### src/pkg/mcr_defs.svh
`ifndef MCR_DEFS_SVH
`define MCR_DEFS_SVH

// Control register width and host data width
`define MCR_REG_W          12
`define MCR_HOST_W         16

// Field positions within the miscellaneous control register
`define MCR_OUT_INTERLACE  0
`define MCR_RATE_ABOVE_IN  1
`define MCR_STORE_SLEEP    2
`define MCR_FLIP_VERT      3
`define MCR_DOUBLE_BUF     4
`define MCR_WRITE_FLUSH    5
`define MCR_OUTPUT_PATH    6
`define MCR_BYPASS         7
`define MCR_HANDSHAKE_SEL  8
`define MCR_FRAME_LOCK     9
`define MCR_HSYNC_EDGE     10
`define MCR_TRISTATE       11

// Value after hard reset
`define MCR_RESET_VAL      12'h000

// Width of the horizontal active start count
`define MCR_HSTART_W       12

`endif

### src/pkg/mcr_pkg.sv
package mcr_pkg;

  // Output data window sequencer states
  typedef enum logic [1:0] {
    MCR_WIN_IDLE,
    MCR_WIN_WAIT,
    MCR_WIN_ACTIVE
  } mcr_win_t;

  // Which frame boundary swaps the double buffer
  typedef enum logic {
    MCR_SWAP_ON_IN_FRAME,
    MCR_SWAP_ON_OUT_FRAME
  } mcr_swap_t;

endpackage

### src/verilog/mcr_sync3.sv
`timescale 1ns/10ps
`include "mcr_defs.svh"

// Three-stage synchroniser; a change counts once stages two and three agree
module mcr_sync3 (
  input  wire logic sys_clk_i,
  input  wire logic rst_b_i,
  input  wire logic ce_i,
  input  wire logic async_i,
  output logic      sync_o
);

  logic [2:0] stage_ff;      // Raw capture chain
  logic [2:0] nxt_stage;     // Next chain contents
  logic       level_ff;      // Accepted level
  logic       nxt_level;     // Next accepted level

  // Shift and accept on agreement of the last two stages
  always_comb begin
    nxt_stage = {stage_ff[1:0], async_i};
    nxt_level = level_ff;
    if (stage_ff[2] == stage_ff[1]) begin
      nxt_level = stage_ff[2];
    end
  end

  // Register the chain
  always_ff @(posedge sys_clk_i) begin
    if (!rst_b_i) begin
      stage_ff <= 3'h0;
      level_ff <= 1'b0;
    end else if (ce_i) begin
      stage_ff <= nxt_stage;
      level_ff <= nxt_level;
    end
  end

  assign sync_o = level_ff;

endmodule

### src/verilog/mcr_misc_control.sv
`timescale 1ns/10ps
`include "mcr_defs.svh"

// What this block does
// [RULE1] Both interlace bits set give interlaced output
// [RULE2] Interlaced input, progressive output merges fields
// [RULE3] Software sets rate bit from frame rates
// [RULE4] Rate bit picks the double-buffer swap point
// [RULE5] Sleep bit requests frame store low power
// [RULE6] Host soft-resets after frame store wakes
// [RULE7] Flip bit scans output bottom to top
// [RULE8] Double-buffer bit enables tear-free conversion
// [RULE9] Host holds flush bit during last pixel
// [RULE10] Output disabled ignores controls, moves no data
// [RULE11] Host disables output before reading frame store
// [RULE12] Bypass bit passes input straight to output
// [RULE13] Handshake zero: data only on request
// [RULE14] Handshake one: data after programmed start count
// [RULE15] Frame lock bit locks output to input
// [RULE16] Edge bit picks hsync sampling clock edge
// [RULE17] Tristate bit floats outputs except serial, interrupt
// [RULE18] Soft reset halts paths, keeps this register
// [RULE19] Twelve bits read back, upper bits zero
module mcr_misc_control (
  input  wire logic                      sys_clk_i,
  input  wire logic                      rst_b_i,
  input  wire logic                      ce_i,
  input  wire logic                      soft_reset_i,
  input  wire logic                      host_wr_i,
  input  wire logic [`MCR_HOST_W-1:0]    host_wr_data_i,
  output logic      [`MCR_HOST_W-1:0]    host_rd_data_o,
  input  wire logic                      in_interlace_en_i,
  input  wire logic                      in_frame_end_i,
  input  wire logic                      out_frame_end_i,
  input  wire logic                      out_data_request_i,
  input  wire logic                      out_hsync_i,
  input  wire logic [`MCR_HSTART_W-1:0]  out_h_active_start_i,
  output logic                           out_interlaced_o,
  output logic                           deinterlace_merge_o,
  output logic                           double_buffer_active_o,
  output logic                           buffer_swap_o,
  output logic                           read_bank_o,
  output logic                           store_sleep_req_o,
  output logic                           flip_vertical_en_o,
  output logic                           host_write_flush_o,
  output logic                           out_xfer_o,
  output logic                           bypass_sel_o,
  output logic                           frame_lock_en_o,
  output logic                           in_hsync_sample_edge_o,
  output logic                           pin_drive_en_o
);

  logic [`MCR_REG_W-1:0]    ctrl_ff;        // Miscellaneous control register
  logic [`MCR_REG_W-1:0]    nxt_ctrl;       // Next register value
  mcr_pkg::mcr_win_t        win_ff;         // Output window state
  mcr_pkg::mcr_win_t        nxt_win;        // Next window state
  logic [`MCR_HSTART_W-1:0] cnt_ff;         // Clocks since output hsync
  logic [`MCR_HSTART_W-1:0] nxt_cnt;        // Next count
  logic                     bank_ff;        // Bank currently read out
  logic                     nxt_bank;       // Next read bank
  logic                     swap_ff;        // One-cycle swap pulse
  logic                     nxt_swap;       // Next swap pulse
  logic                     req_sync;       // Synchronised data request pin
  logic                     out_run;        // Output path may transfer
  logic                     db_run;         // Double buffering in force
  mcr_pkg::mcr_swap_t       swap_pt;        // Selected swap boundary

  // Pick one field out of the control register
  function automatic logic fld(input logic [`MCR_REG_W-1:0] r, input int pos);
    fld = r[pos];
  endfunction

  // Data request pin crosses in from the outside world
  mcr_sync3 u_req_sync (
    .sys_clk_i (sys_clk_i),
    .rst_b_i   (rst_b_i),
    .ce_i      (ce_i),
    .async_i   (out_data_request_i),
    .sync_o    (req_sync)
  );

  // Host write replaces all twelve bits; soft reset leaves them alone
  always_comb begin
    nxt_ctrl = ctrl_ff;
    if (host_wr_i) begin
      nxt_ctrl = host_wr_data_i[`MCR_REG_W-1:0]; // [RULE18]
    end
  end

  // Register the control word
  always_ff @(posedge sys_clk_i) begin
    if (!rst_b_i) begin
      ctrl_ff <= `MCR_RESET_VAL;
    end else if (ce_i) begin
      ctrl_ff <= nxt_ctrl;
    end
  end

  // Readback: upper bits zero
  assign host_rd_data_o = {{(`MCR_HOST_W-`MCR_REG_W){1'b0}}, ctrl_ff}; // [RULE19]

  // Interlace decoding
  assign out_interlaced_o    = fld(ctrl_ff, `MCR_OUT_INTERLACE) & in_interlace_en_i; // [RULE1]
  assign deinterlace_merge_o = ~fld(ctrl_ff, `MCR_OUT_INTERLACE) & in_interlace_en_i; // [RULE2]

  // Straight steering levels for the rest of the device
  assign store_sleep_req_o      = fld(ctrl_ff, `MCR_STORE_SLEEP);   // [RULE5]
  assign flip_vertical_en_o     = fld(ctrl_ff, `MCR_FLIP_VERT);     // [RULE7]
  assign host_write_flush_o     = fld(ctrl_ff, `MCR_WRITE_FLUSH);
  assign bypass_sel_o           = fld(ctrl_ff, `MCR_BYPASS);        // [RULE12]
  assign frame_lock_en_o        = fld(ctrl_ff, `MCR_FRAME_LOCK);    // [RULE15]
  assign in_hsync_sample_edge_o = fld(ctrl_ff, `MCR_HSYNC_EDGE);    // [RULE16]
  assign pin_drive_en_o         = ~fld(ctrl_ff, `MCR_TRISTATE);     // [RULE17]

  // Double buffering only for progressive input, and not in soft reset
  assign db_run = fld(ctrl_ff, `MCR_DOUBLE_BUF) & ~in_interlace_en_i & ~soft_reset_i; // [RULE8]
  assign double_buffer_active_o = db_run;

  // Faster side's frame end closes the bank swap
  assign swap_pt = fld(ctrl_ff, `MCR_RATE_ABOVE_IN) ? mcr_pkg::MCR_SWAP_ON_OUT_FRAME
                                                     : mcr_pkg::MCR_SWAP_ON_IN_FRAME; // [RULE4]

  // Swap decision and bank toggle
  always_comb begin
    nxt_swap = 1'b0;
    nxt_bank = bank_ff;
    if (db_run) begin
      unique case (swap_pt)
        mcr_pkg::MCR_SWAP_ON_OUT_FRAME: begin
          nxt_swap = out_frame_end_i; // [RULE4]
        end
        mcr_pkg::MCR_SWAP_ON_IN_FRAME: begin
          nxt_swap = in_frame_end_i;  // [RULE4]
        end
      endcase
    end
    if (nxt_swap) begin
      nxt_bank = ~bank_ff;
    end
  end

  // Register swap state
  always_ff @(posedge sys_clk_i) begin
    if (!rst_b_i) begin
      swap_ff <= 1'b0;
      bank_ff <= 1'b0;
    end else if (ce_i) begin
      swap_ff <= nxt_swap;
      bank_ff <= nxt_bank;
    end
  end

  assign buffer_swap_o = swap_ff;
  assign read_bank_o   = bank_ff;

  // Output path runs only when enabled and not held in soft reset
  assign out_run = fld(ctrl_ff, `MCR_OUTPUT_PATH) & ~soft_reset_i; // [RULE10] [RULE18]

  // Output window: count from hsync to the programmed start
  always_comb begin
    nxt_win = win_ff;
    nxt_cnt = cnt_ff;
    if (!out_run || !fld(ctrl_ff, `MCR_HANDSHAKE_SEL)) begin
      // Controls ignored or request mode: window idle
      nxt_win = mcr_pkg::MCR_WIN_IDLE; // [RULE10]
      nxt_cnt = '0;
    end else if (out_hsync_i) begin
      // Each hsync restarts the count
      nxt_win = (out_h_active_start_i == '0) ? mcr_pkg::MCR_WIN_ACTIVE
                                             : mcr_pkg::MCR_WIN_WAIT; // [RULE14]
      nxt_cnt = '0;
    end else begin
      unique case (win_ff)
        mcr_pkg::MCR_WIN_IDLE: begin
          nxt_cnt = '0;
        end
        mcr_pkg::MCR_WIN_WAIT: begin
          // Start data once the count is reached
          nxt_cnt = cnt_ff + 12'h001;
          if (nxt_cnt == out_h_active_start_i) begin
            nxt_win = mcr_pkg::MCR_WIN_ACTIVE; // [RULE14]
          end
        end
        mcr_pkg::MCR_WIN_ACTIVE: begin
          nxt_cnt = cnt_ff;
        end
        default: begin
          nxt_win = mcr_pkg::MCR_WIN_IDLE;
        end
      endcase
    end
  end

  // Register window state
  always_ff @(posedge sys_clk_i) begin
    if (!rst_b_i) begin
      win_ff <= mcr_pkg::MCR_WIN_IDLE;
      cnt_ff <= '0;
    end else if (ce_i) begin
      win_ff <= nxt_win;
      cnt_ff <= nxt_cnt;
    end
  end

  // Transfer strobe by handshake mode
  always_comb begin
    if (!out_run) begin
      out_xfer_o = 1'b0; // [RULE10]
    end else if (fld(ctrl_ff, `MCR_HANDSHAKE_SEL)) begin
      out_xfer_o = (win_ff == mcr_pkg::MCR_WIN_ACTIVE); // [RULE14]
    end else begin
      out_xfer_o = req_sync; // [RULE13]
    end
  end

endmodule

### config.mk
export PLATFORM = sky130hd
export DESIGN_NAME = mcr_misc_control
export DESIGN_NICKNAME = d
export VERILOG_FILES = /design/src/pkg/mcr_pkg.sv /design/src/verilog/mcr_sync3.sv /design/src/verilog/mcr_misc_control.sv
export VERILOG_INCLUDE_DIRS = /design/src /design/src/pkg
export SDC_FILE = /design/constraint.sdc
export NUM_CORES = 1
export LEC_CHECK = 0
export BUFFER_PORTS_ARGS = -buffer_cell sky130_fd_sc_hd__buf_4
export CORE_AREA = 2 2 70 72
export DETAILED_ROUTE_END_ITERATION = 10
export DIE_AREA = 0 0 72 74
export GPL_TIMING_DRIVEN = 0
export PLACE_DENSITY_LB_ADDON = 0.12
export SETUP_SLACK_MARGIN = 0.4
export SYNTH_ARGS = -nofsm -noshare
export SYNTH_HDL_FRONTEND = slang
export SYNTH_SLANG_ARGS = --single-unit
### constraint.sdc
create_clock -name sys_clk_i -period 2.1 [get_ports sys_clk_i]
set_input_delay 0 -clock sys_clk_i [delete_from_list [all_inputs] [get_ports sys_clk_i]]
set_output_delay 0 -clock sys_clk_i [all_outputs]
set_load 0.005 [all_outputs]
# Word level (Yosys, flattened, before mapping)
# Index checks and enable logic that the tools add are counted.
# op_classes
n_addsub	1
eq_ne	6
n_mux	13
n_bitwise	11
reduce_logical	12
# op_table
operator	count
12-bit two-way mux	2
12-bit one-hot mux with 2 select lines	1
12-bit by 1-bit adder with 12-bit output (second input constant)	1
12-bit == test	1
12-bit zero test	1
2-bit two-way mux	4
2-bit AND reduction	4
1-bit inverter	6
1-bit AND	5
1-bit two-way mux	4
4-bit != test (second input constant)	1
2-bit one-hot mux with 2 select lines	1
4-bit nonzero test	1
3-bit by 1-bit != test with 1-bit output (second input constant)	1
3-bit AND reduction	1
2-bit by 1-bit == test with 1-bit output (second input constant)	1
2-bit == test (second input constant)	1
1-bit zero test	2
2-bit zero test	1
1-bit one-hot mux with 2 select lines	1
2-bit OR reduction	1
1-bit == test	1
1-bit logical OR	1
# totals
regBits	32
inputBits	38
out_inout_bits	29
elab_cells	50

# Logic depth before layout (Yosys ltp)
# Gate-level depths: netlist (run 1).
# logic_depth
word_depth	6
depth_mapped	8
ltp_nobuf	7

# By module
# From an unflattened synthesis (run 1), not the netlist that was laid out.
# hier_totals
cells_unflattened	240
area_unflattened_um2	1984.4
# modules_own_cells
module	n_inst	cells_each	area_each_um2	seq_area_each_um2
mcr_misc_control	1	223	1811.7	560.5
mcr_sync3	1	17	172.7	80.1

# Worst setup path before layout (run 1)
# OpenSTA, ideal clock, no wires.
# synth_path
path_type	reg2reg
startpoint	reg cnt_ff[0]
endpoint	reg win_ff[1]
setup_time_ps	72
arrival_time_ps	2180
t_required_ps	2028
setup_slack_ps	-152
stages_incl_launch_ff	8
path_buffers	0
period_less_slack_ps	2252
cell_sequence	dfxtp_1 > ha_1 > nand3_1 > o21ai_1 > o2111ai_1 > or4_1 > o41ai_2 > mux2i_1
# synth_via
elab_chain_cells	4
# synth_lines
element	line	text
from (decl)	mcr_misc_control.sv:57	logic [`MCR_HSTART_W-1:0] cnt_ff;
from (signal assigned)	mcr_misc_control.sv:201	cnt_ff <= nxt_cnt;
12-bit by 1-bit adder with 12-bit output	mcr_misc_control.sv:179	nxt_cnt = cnt_ff + 12'h001;
12-bit == test	mcr_misc_control.sv:180	if (nxt_cnt == out_h_active_start_i) begin
4-bit != test (no source line)	-	
3-bit AND reduction (no source line)	-	
to (signal assigned)	mcr_misc_control.sv:197	win_ff <= mcr_pkg::MCR_WIN_IDLE;
to (signal assigned)	mcr_misc_control.sv:200	win_ff <= nxt_win;
to (decl)	mcr_misc_control.sv:55	mcr_pkg::mcr_win_t win_ff;
# No other way between the ends.
# A chain may end at the register's enable or synchronous reset.

# Final worst setup path (run 1)
# layout_path
startpoint	reg cnt_ff[10]
endpoint	reg win_ff[1]
# The elaborated chain is that of the path after synthesis.

==> out/metrics.cfg, run 1 <==
[min_path]
hold_path.class=in2reg
worstHoldStart=out_hsync_i

[placed_design]
gp_congestion=0.898
place_area_um2=2560
place_inst=368
hpwlAfterDp_um=3970
io_buffers=58

[logic_synthesis]
yosysMostFrequentCell=nand2_1
synthTopCellsByArea=dfxtp_1, nand2_1, a21boi_0, nor2b_1, buf_4
synth-edff-count=0
yosysUniqueCellTypes=49
syn_area_um2=2030
synth_ff_type=dfxtp_1
yosysTopAreaCellShare=0.315
ys_async_sr_fraction=0
synth_common_cells=nand2_1, dfxtp_1, nor2b_1, a21boi_0
ys_seq_area_frac=0.315
synth_seq_cells=32
ys_warn_count=0
synth_cells=253
synth_area_per_cell_um2=8.04
yosysTopAreaCell=dfxtp_1

[sta]
fmax_mhz=435
skew_ps=6.73
final.setup.worst_slack_ps=-199
rsz0062_at_grt=true
setup-tns-final_ps=-344
worst_pin_slew_ps=611
report.final.slew_viol_count=0
min_period_ps=2300
timing_hold_violations_final=0
period_share=1.09
setup_viol=2
slew_headroom=0.593

[global_routing]
grt_pass1_vias=1929
antenna_found_initial=0
grt_pass1_wl_um=9280
met2_usage=0.373
track_usage=0.224
grt_overflow=0
grt_start_max_net_pins=11
use_met1=0.288
busiest_layer=met2
grtUsageMet3=0.0542

[worst_setup_path]
start_kind=flip-flop
crit_type=reg2reg
reg2reg_from=cnt_ff[10]
crit_path_max_fanout=4
worstPathRequired_ps=2310
cp-startpoint=cnt_ff[10]
arrival_ps=2510
crit_path_end_kind=flip-flop
r2r_slack_ps=-200

[clocking]
numCtsBuffers=5
clockBufferDepth=2
clk_pin_slew_worst_paths_ps=70
cts-root-buf=clkbuf_8
clkLatencyLatePin_ps=280
cts.sinks=32
cts_tree=built
htreeDepth=2

[routing]
routed_wl_um=5730
drc_errors=0
first_pass_iters=4
dr.first_iter.drc_count=132
postRouteAntennaNets=0
vias=2108
wl_per_cell_um=14.3
viasPerCell=5.26

[die]
die_area_um2=5330
die_y_um=74
die_x_um=72
core_area_um2=4600
row_count=25
io_pins=67
initial_core_util=0.442

[layout]
design_area_um2=3080
postLayoutCoreUtil=0.670
area_growth_pct=51.4
diodes=0
fin_nets=386
stdcell_count=401
drive_gt1_frac=0.372

[power]
cellPowerDensity_nw_per_um2=490
vdd_ir_drop_max_v=0.000452
finalPower_mw=1.51
leakage_nw=1.29

[status]
run_status=complete, but fails checks
violations=negative setup slack

[run]
cap_violations=0

worst paths after layout:
| kind | endpoint | cells past startpoint |
|---|---|---|
| setup reg to reg | win_ff[1] | 6 |
| setup / recovery | win_ff[1] | 6 |
| hold / removal | win_ff[0] | 3 |
| hold reg to reg | ctrl_ff[7] | 2 |
layout make-up:
cell class / count / area, um2
flip-flops and latches: 32 / 662
fillers: 383 / 1520
inverters: 4 / 15.0
clock inverters: 1 / 30.0
well taps: 54 / 67.6
plain buffers: 24 / 169
repair buffers: 83 / 656
multi-input cells: 196 / 1390
clock buffers: 7 / 96.3
cells by family (layout without fill, tap and decap cells):
group	count (synthesis)	count (layout)	share of synthesized area
AOI/OAI and AO/OA	54	54	0.185
xor gates and xnor gates	15	15	0.0646
adders and majority gates	2	2	0.0123
buffers and inverters	28	119	0.0744
DFF	32	32	0.315
muxes	6	6	0.0301
other	1	4	0.00184
and+or+nand+nor	115	115	0.317
metal layers:
metal	share of wire	wire (um)	up-vias
met5	0	0	-
met4	0.012	68	0
met3	0.062	356	4
met2	0.48	2760	72
met1	0.44	2540	971
li1	-	-	1061
flip-flops by register name (all words and copies together), names as in the netlist:
name / count
cnt_ff: 12
u_req_sync.stage_ff: 3
buffer_swap_o: 1
u_req_sync.sync_o: 1
read_bank_o: 1
win_ff: 2
ctrl_ff: 12
power by group:
part / switching [mW] / internal, mW / leakage [nW]
registers: 0.0111 / 0.615 / 0.265
clock network: 0.237 / 0.419 / 0.0645
logic: 0.0931 / 0.134 / 0.962
total: 0.341 / 1.17 / 1.29
per-stage QoR:
| stage | hold slack, ps | setup slack, ps |
|---|---|---|
| 2_1_floorplan | 33.2 | 3.22 |
| 3_3_place_gp | 256 | -253 |
| 3_5_place_dp | 263 | -323 |
| 4_1_cts | 0.876 | -245 |
| 5_1_grt | 7.46 | -346 |
| 6_report | 1.47 | -199 |
cells in the final DEF (no fill, tap or decap), types with 8 or more instances in the layout:
cell type	count
nor2b_1	17
dfxtp_1	23
buf_4	79
dlygate4sd3_1	14
a21boi_0	16
nand2_1	43
a21oi_1	11
o21ai_0	11
xor2_1	8
repair_timing:
action | CTS | global route
buffers inserted | 3 | 7
gates resized for setup | 20 | 27
endpoints found under the setup margin | 14 | 14
hold buffers | 13 | 1
pin swaps | 4 | 9
gates cloned | 0 | 1
endpoints found under the hold margin | 13 | 1
worst max-delay path, stage by stage (launching register included):
cell and delay (ps):
dfxtp_1 370, xnor2_1 340, o31a_1 230, o2111ai_2 110
or4_4 580, o41ai_4 380, mux2i_1 220
Note: power is estimated with default switching activity, not from simulation.
==> inputs of run 2 (changes only) <==
==> constraint.sdc (replaced) <==
create_clock -name sys_clk_i -period 2.1 [get_ports sys_clk_i]
set_input_delay 0.21 -clock sys_clk_i [delete_from_list [all_inputs] [get_ports sys_clk_i]]
set_output_delay 0.21 -clock sys_clk_i [all_outputs]
set_load 0.005 [all_outputs]
==> run 2 against run 1 <==
Net effect: the run still ends with negative setup slack left; final area is 4.5% lower; largest cell class unchanged; critical path depth unchanged; count of clock-buffer cells in the layout is the same; cell count is 3.5% lower; flip-flop and latch count unchanged; fmax is 0.17% lower; sequential power about the same; worst hold slack better by 170 ps; highest routed layer unchanged; total power down 1.4%; non-clock buffer count fell by 14; combinational power is 10% lower.
==> out/metrics.cfg, run 2 (same netlist as run 1, synthesis figures left out) <==
[layout]
fin_nets=372
mostFrequentLayoutCell=buf_4
multiInputGateArea_um2=1390
stdcell_count=387
diodes=0
area_growth_pct=44.6
seq_area_um2=662
layout_common_cells=buf_4, nand2_1, dfxtp_1, nor2b_1, a21boi_0
drive_gt1_frac=0.390
postLayoutCoreUtil=0.640
fill_cells=413
largestRegisters=cnt_ff: 12 flops, ctrl_ff: 12 flops, u_req_sync.stage_ff: 3 flops
design_area_um2=2940

[global_routing]
track_usage=0.217
grt_pass1_wl_um=9020
grt_overflow=0
grt_start_max_net_pins=11
grt_pass1_vias=1918
antenna_found_initial=0

[status]
run_status=complete, but fails checks
violations=negative setup slack

[sta]
report.final.slew_viol_count=0
min_period_ps=2300
setup_viol=2
rsz0062_at_grt=true
final.setup.worst_slack_ps=-203
timing.hold.ws_ps=172
fmax_mhz=434
skew_ps=7.49
period_share=1.10
timing_hold_violations_final=0

[placed_design]
place_inst=368
gp_congestion=0.898
place_area_um2=2560
hpwlAfterDp_um=3970
io_buffers=58
pre_cts_ws_ps=-323

[worst_setup_path]
crit_path_end_kind=flip-flop
reg2reg_from=cnt_ff[10]
r2r_slack_ps=-200
reg2reg_to=win_ff[1]
arrival_ps=2520
crit_path_max_fanout=4
r2r_cells=6
start_kind=flip-flop
crit_type=reg2reg
worstPathRequired_ps=2320

[routing]
drc_errors=0
postRouteAntennaNets=0
first_pass_iters=4
wl_per_cell_um=14.2
vias=2053
dr.first_iter.drc_count=137
viasPerCell=5.30
routed_wl_um=5500

[clocking]
clockBufferDepth=2
hold_buffers=0
numCtsBuffers=5
clkLatencyLatePin_ps=290
cts.sinks=32
cts_tree=built
clk_pin_slew_worst_paths_ps=70
htreeDepth=2
cts-root-buf=clkbuf_8

[die]
core_area_um2=4600
io_pins=67
row_count=25
die_y_um=74
die_x_um=72
die_area_um2=5330
initial_core_util=0.442

[min_path]
whs_endpoint=u_req_sync.stage_ff[0]
min_path_cells=3
worstHoldStart=out_data_request_i
hold_path.class=in2reg

[run]
cap_violations=0

[power]
leakage_nw=1.24
cellPowerDensity_nw_per_um2=506
vdd_ir_drop_max_v=0.000452

-- run 2: final cells by class --
class,instances,area share
Timing Repair Buffer,69,0.175
Clock inverter,1,0.0102
Buffer,24,0.0578
Multi-Input combinational cell,196,0.471
Sequential cell,32,0.225
Clock buffer,7,0.0328
Inverter,4,0.00510
Tap cell,54,0.0230
-- run 2: per-stage QoR --
step	power, mW	TNS (ps)
floorplan	0.731	0
global placement	0.834	-757
detailed placement	0.838	-986
CTS	1.49	-408
global route	1.56	-619
finish	1.49	-352
-- run 2: worst max-delay path by stage --
stage,from,endpoint,slack (ps),depth (start not counted)
2_1_floorplan,cnt_ff[0],win_ff[1],3,7
5_1_grt,cnt_ff[10],win_ff[1],-350,6
6_report,cnt_ff[10],win_ff[1],-200,6
4_1_cts,cnt_ff[0],win_ff[1],-240,7
3_3_place_gp,cnt_ff[0],win_ff[1],-250,7
3_5_place_dp,cnt_ff[3],win_ff[1],-320,7
-- run 2: worst max-delay path: stages (launching register included) --
cell       delay [ps]
dfxtp_1           370
xnor2_1           340
o31a_1            230
o2111ai_2         110
or4_4             580
o41ai_4           390
mux2i_1           220
-- run 2: per-layer routing --
layer / vias up / part of all wire / global-route usage
li1: 1030 / - / -
met1: 936 / 0.45 / 0.288
met2: 79 / 0.46 / 0.349
met3: 8 / 0.071 / 0.0556
met4: 0 / 0.017 / 0.0692
met5: - / 0 / 0
-- run 2: power by group --
part | switching, mW | internal [mW] | total (mW)
sequential | 0.0108 | 0.615 | 0.625
combinational | 0.0871 | 0.118 | 0.205
clock | 0.239 | 0.419 | 0.657
-- run 2: timing repair --
item,4_1_cts,5_1_grt
endpoints found under the setup margin,14,14
resized for setup,21,27
pin swaps,4,9
buffers inserted,3,7
gates cloned,0,1
==> inputs of run 3 (changes only) <==
- MAX_ROUTING_LAYER: unset -> met4
==> run 3 against run 2 <==
Net effect: the flow still finishes with violations (negative setup slack); total power shrank 0.17%; fmax about the same; combinational power about the same; sequential power hardly changed; clock power hardly changed; cell count did not move; critical path depth is the same; critical path type unchanged; largest cell class unchanged; highest routed layer unchanged.
==> out/metrics.cfg, run 3 (same netlist as run 1, synthesis figures left out) <==
[sta]
period_share=1.10
min_period_ps=2300
setup_viol=2
fmax_mhz=434
final.setup.worst_slack_ps=-203
rsz0062_at_grt=true
report.final.slew_viol_count=0
timing_hold_violations_final=0
skew_ps=7.13
timing.hold.ws_ps=176

[power]
leakage_nw=1.24
p_int_mw=1.15
power_frac_seq=0.421
clkPwrFrac=0.441
vdd_ir_drop_max_v=0.000452
p_switching_uw=334
switching_share=0.225
combPwrFrac=0.138
cellPowerDensity_nw_per_um2=505

[die]
initial_core_util=0.442
die_area_um2=5330
die_x_um=72
core_area_um2=4600
io_pins=67
die_y_um=74
row_count=25

[placed_design]
gp_congestion=0.913
io_buffers=58
hpwlAfterDp_um=3970
place_area_um2=2560

[worst_setup_path]
worstPathRequired_ps=2320
r2r_cells=6
crit_path_end_kind=flip-flop
crit_type=reg2reg
reg2reg_to=win_ff[1]
crit_path_max_fanout=4
cp-startpoint=cnt_ff[10]
r2r_slack_ps=-200
arrival_ps=2520
start_kind=flip-flop
reg2reg_from=cnt_ff[10]
endpoint=win_ff[1]

[layout]
design_area_um2=2940
largestRegisters=cnt_ff: 12 flops, ctrl_ff: 12 flops, u_req_sync.stage_ff: 3 flops
drive_gt1_frac=0.390
area_growth_pct=44.6
postLayoutCoreUtil=0.640
diodes=0
fill_cells=413
layout_common_cells=buf_4, nand2_1, dfxtp_1, nor2b_1, a21boi_0
fin_nets=372
mostFrequentLayoutCell=buf_4

[routing]
dr.first_iter.drc_count=141
first_pass_iters=4
viasPerCell=5.30
wl_per_cell_um=14.2
vias=2052
postRouteAntennaNets=0
routed_wl_um=5480
drc_errors=0

[global_routing]
grt_start_max_net_pins=11
antenna_found_initial=0
grt_pass1_wl_um=9010
track_usage=0.223
grt_pass1_vias=1921
grt_overflow=0

[clocking]
cts.sinks=32
clkLatencyLatePin_ps=280
cts_tree=built
htreeDepth=2
clockBufferDepth=2
numCtsBuffers=5
hold_buffers=0
cts-root-buf=clkbuf_8
clk_pin_slew_worst_paths_ps=70

[status]
run_status=complete, but fails checks
violations=negative setup slack

[min_path]
worstHoldStart=out_data_request_i
hold_path.class=in2reg

[run]
cap_violations=0

-- run 3: how the worst min path moves through the flow --
stage,to,cells after the start
floorplan,win_ff[0],2
global placement,u_req_sync.stage_ff[0],3
detailed placement,u_req_sync.stage_ff[0],3
CTS,u_req_sync.stage_ff[0],3
global route,ctrl_ff[6],3
finish,u_req_sync.stage_ff[0],3
-- run 3: per-stage QoR --
step                      setup slack, ps  cells  power, mW  TNS [ps]
final                                -203    387       1.48      -353
after global placement               -253    368      0.834      -757
after global routing                 -346    387       1.55      -619
after floorplan                      3.22    256      0.731         0
after CTS                            -245    379       1.49      -408
after detailed placement             -323    368      0.838      -986
-- run 3: power groups by stage --
stage	Sequential [mW]	Combinational, mW	Clock [mW]
2_1_floorplan	0.642	0.0890	0
3_3_place_gp	0.642	0.192	0
3_5_place_dp	0.643	0.195	0
4_1_cts	0.628	0.200	0.664
5_1_grt	0.627	0.226	0.702
6_report	0.625	0.205	0.655
-- run 3: layout make-up --
cell class	count	area, um2	share of cell area
tap	54	67.6	0.0230
inverter	4	15.0	0.00510
multi-input combinational	196	1390	0.471
clock inverter	1	30.0	0.0102
timing repair buffer	69	515	0.175
clock buffer	7	96.3	0.0328
buffer	24	170	0.0578
sequential	32	662	0.225
-- run 3: routing by layer --
layer | track usage | share of wire | up-vias
li1 | - | - | 1031
met1 | 0.295 | 0.45 | 938
met2 | 0.349 | 0.47 | 76
met3 | 0.0407 | 0.064 | 7
met4 | 0.0692 | 0.016 | 0
met5 | - | 0 | -
-- run 3: worst max-delay path: stages, from the launching register on --
cell,delay [ps]
dfxtp_1,370
xnor2_1,340
o31a_1,230
o2111ai_2,110
or4_4,580
o41ai_4,390
mux2i_1,220
-- run 3: what timing repair did --
action / CTS / global route
gates resized for setup: 21 / 27
cloned: 0 / 1
pin swaps: 4 / 9
buffers inserted: 3 / 7
setup endpoints to repair: 14 / 14
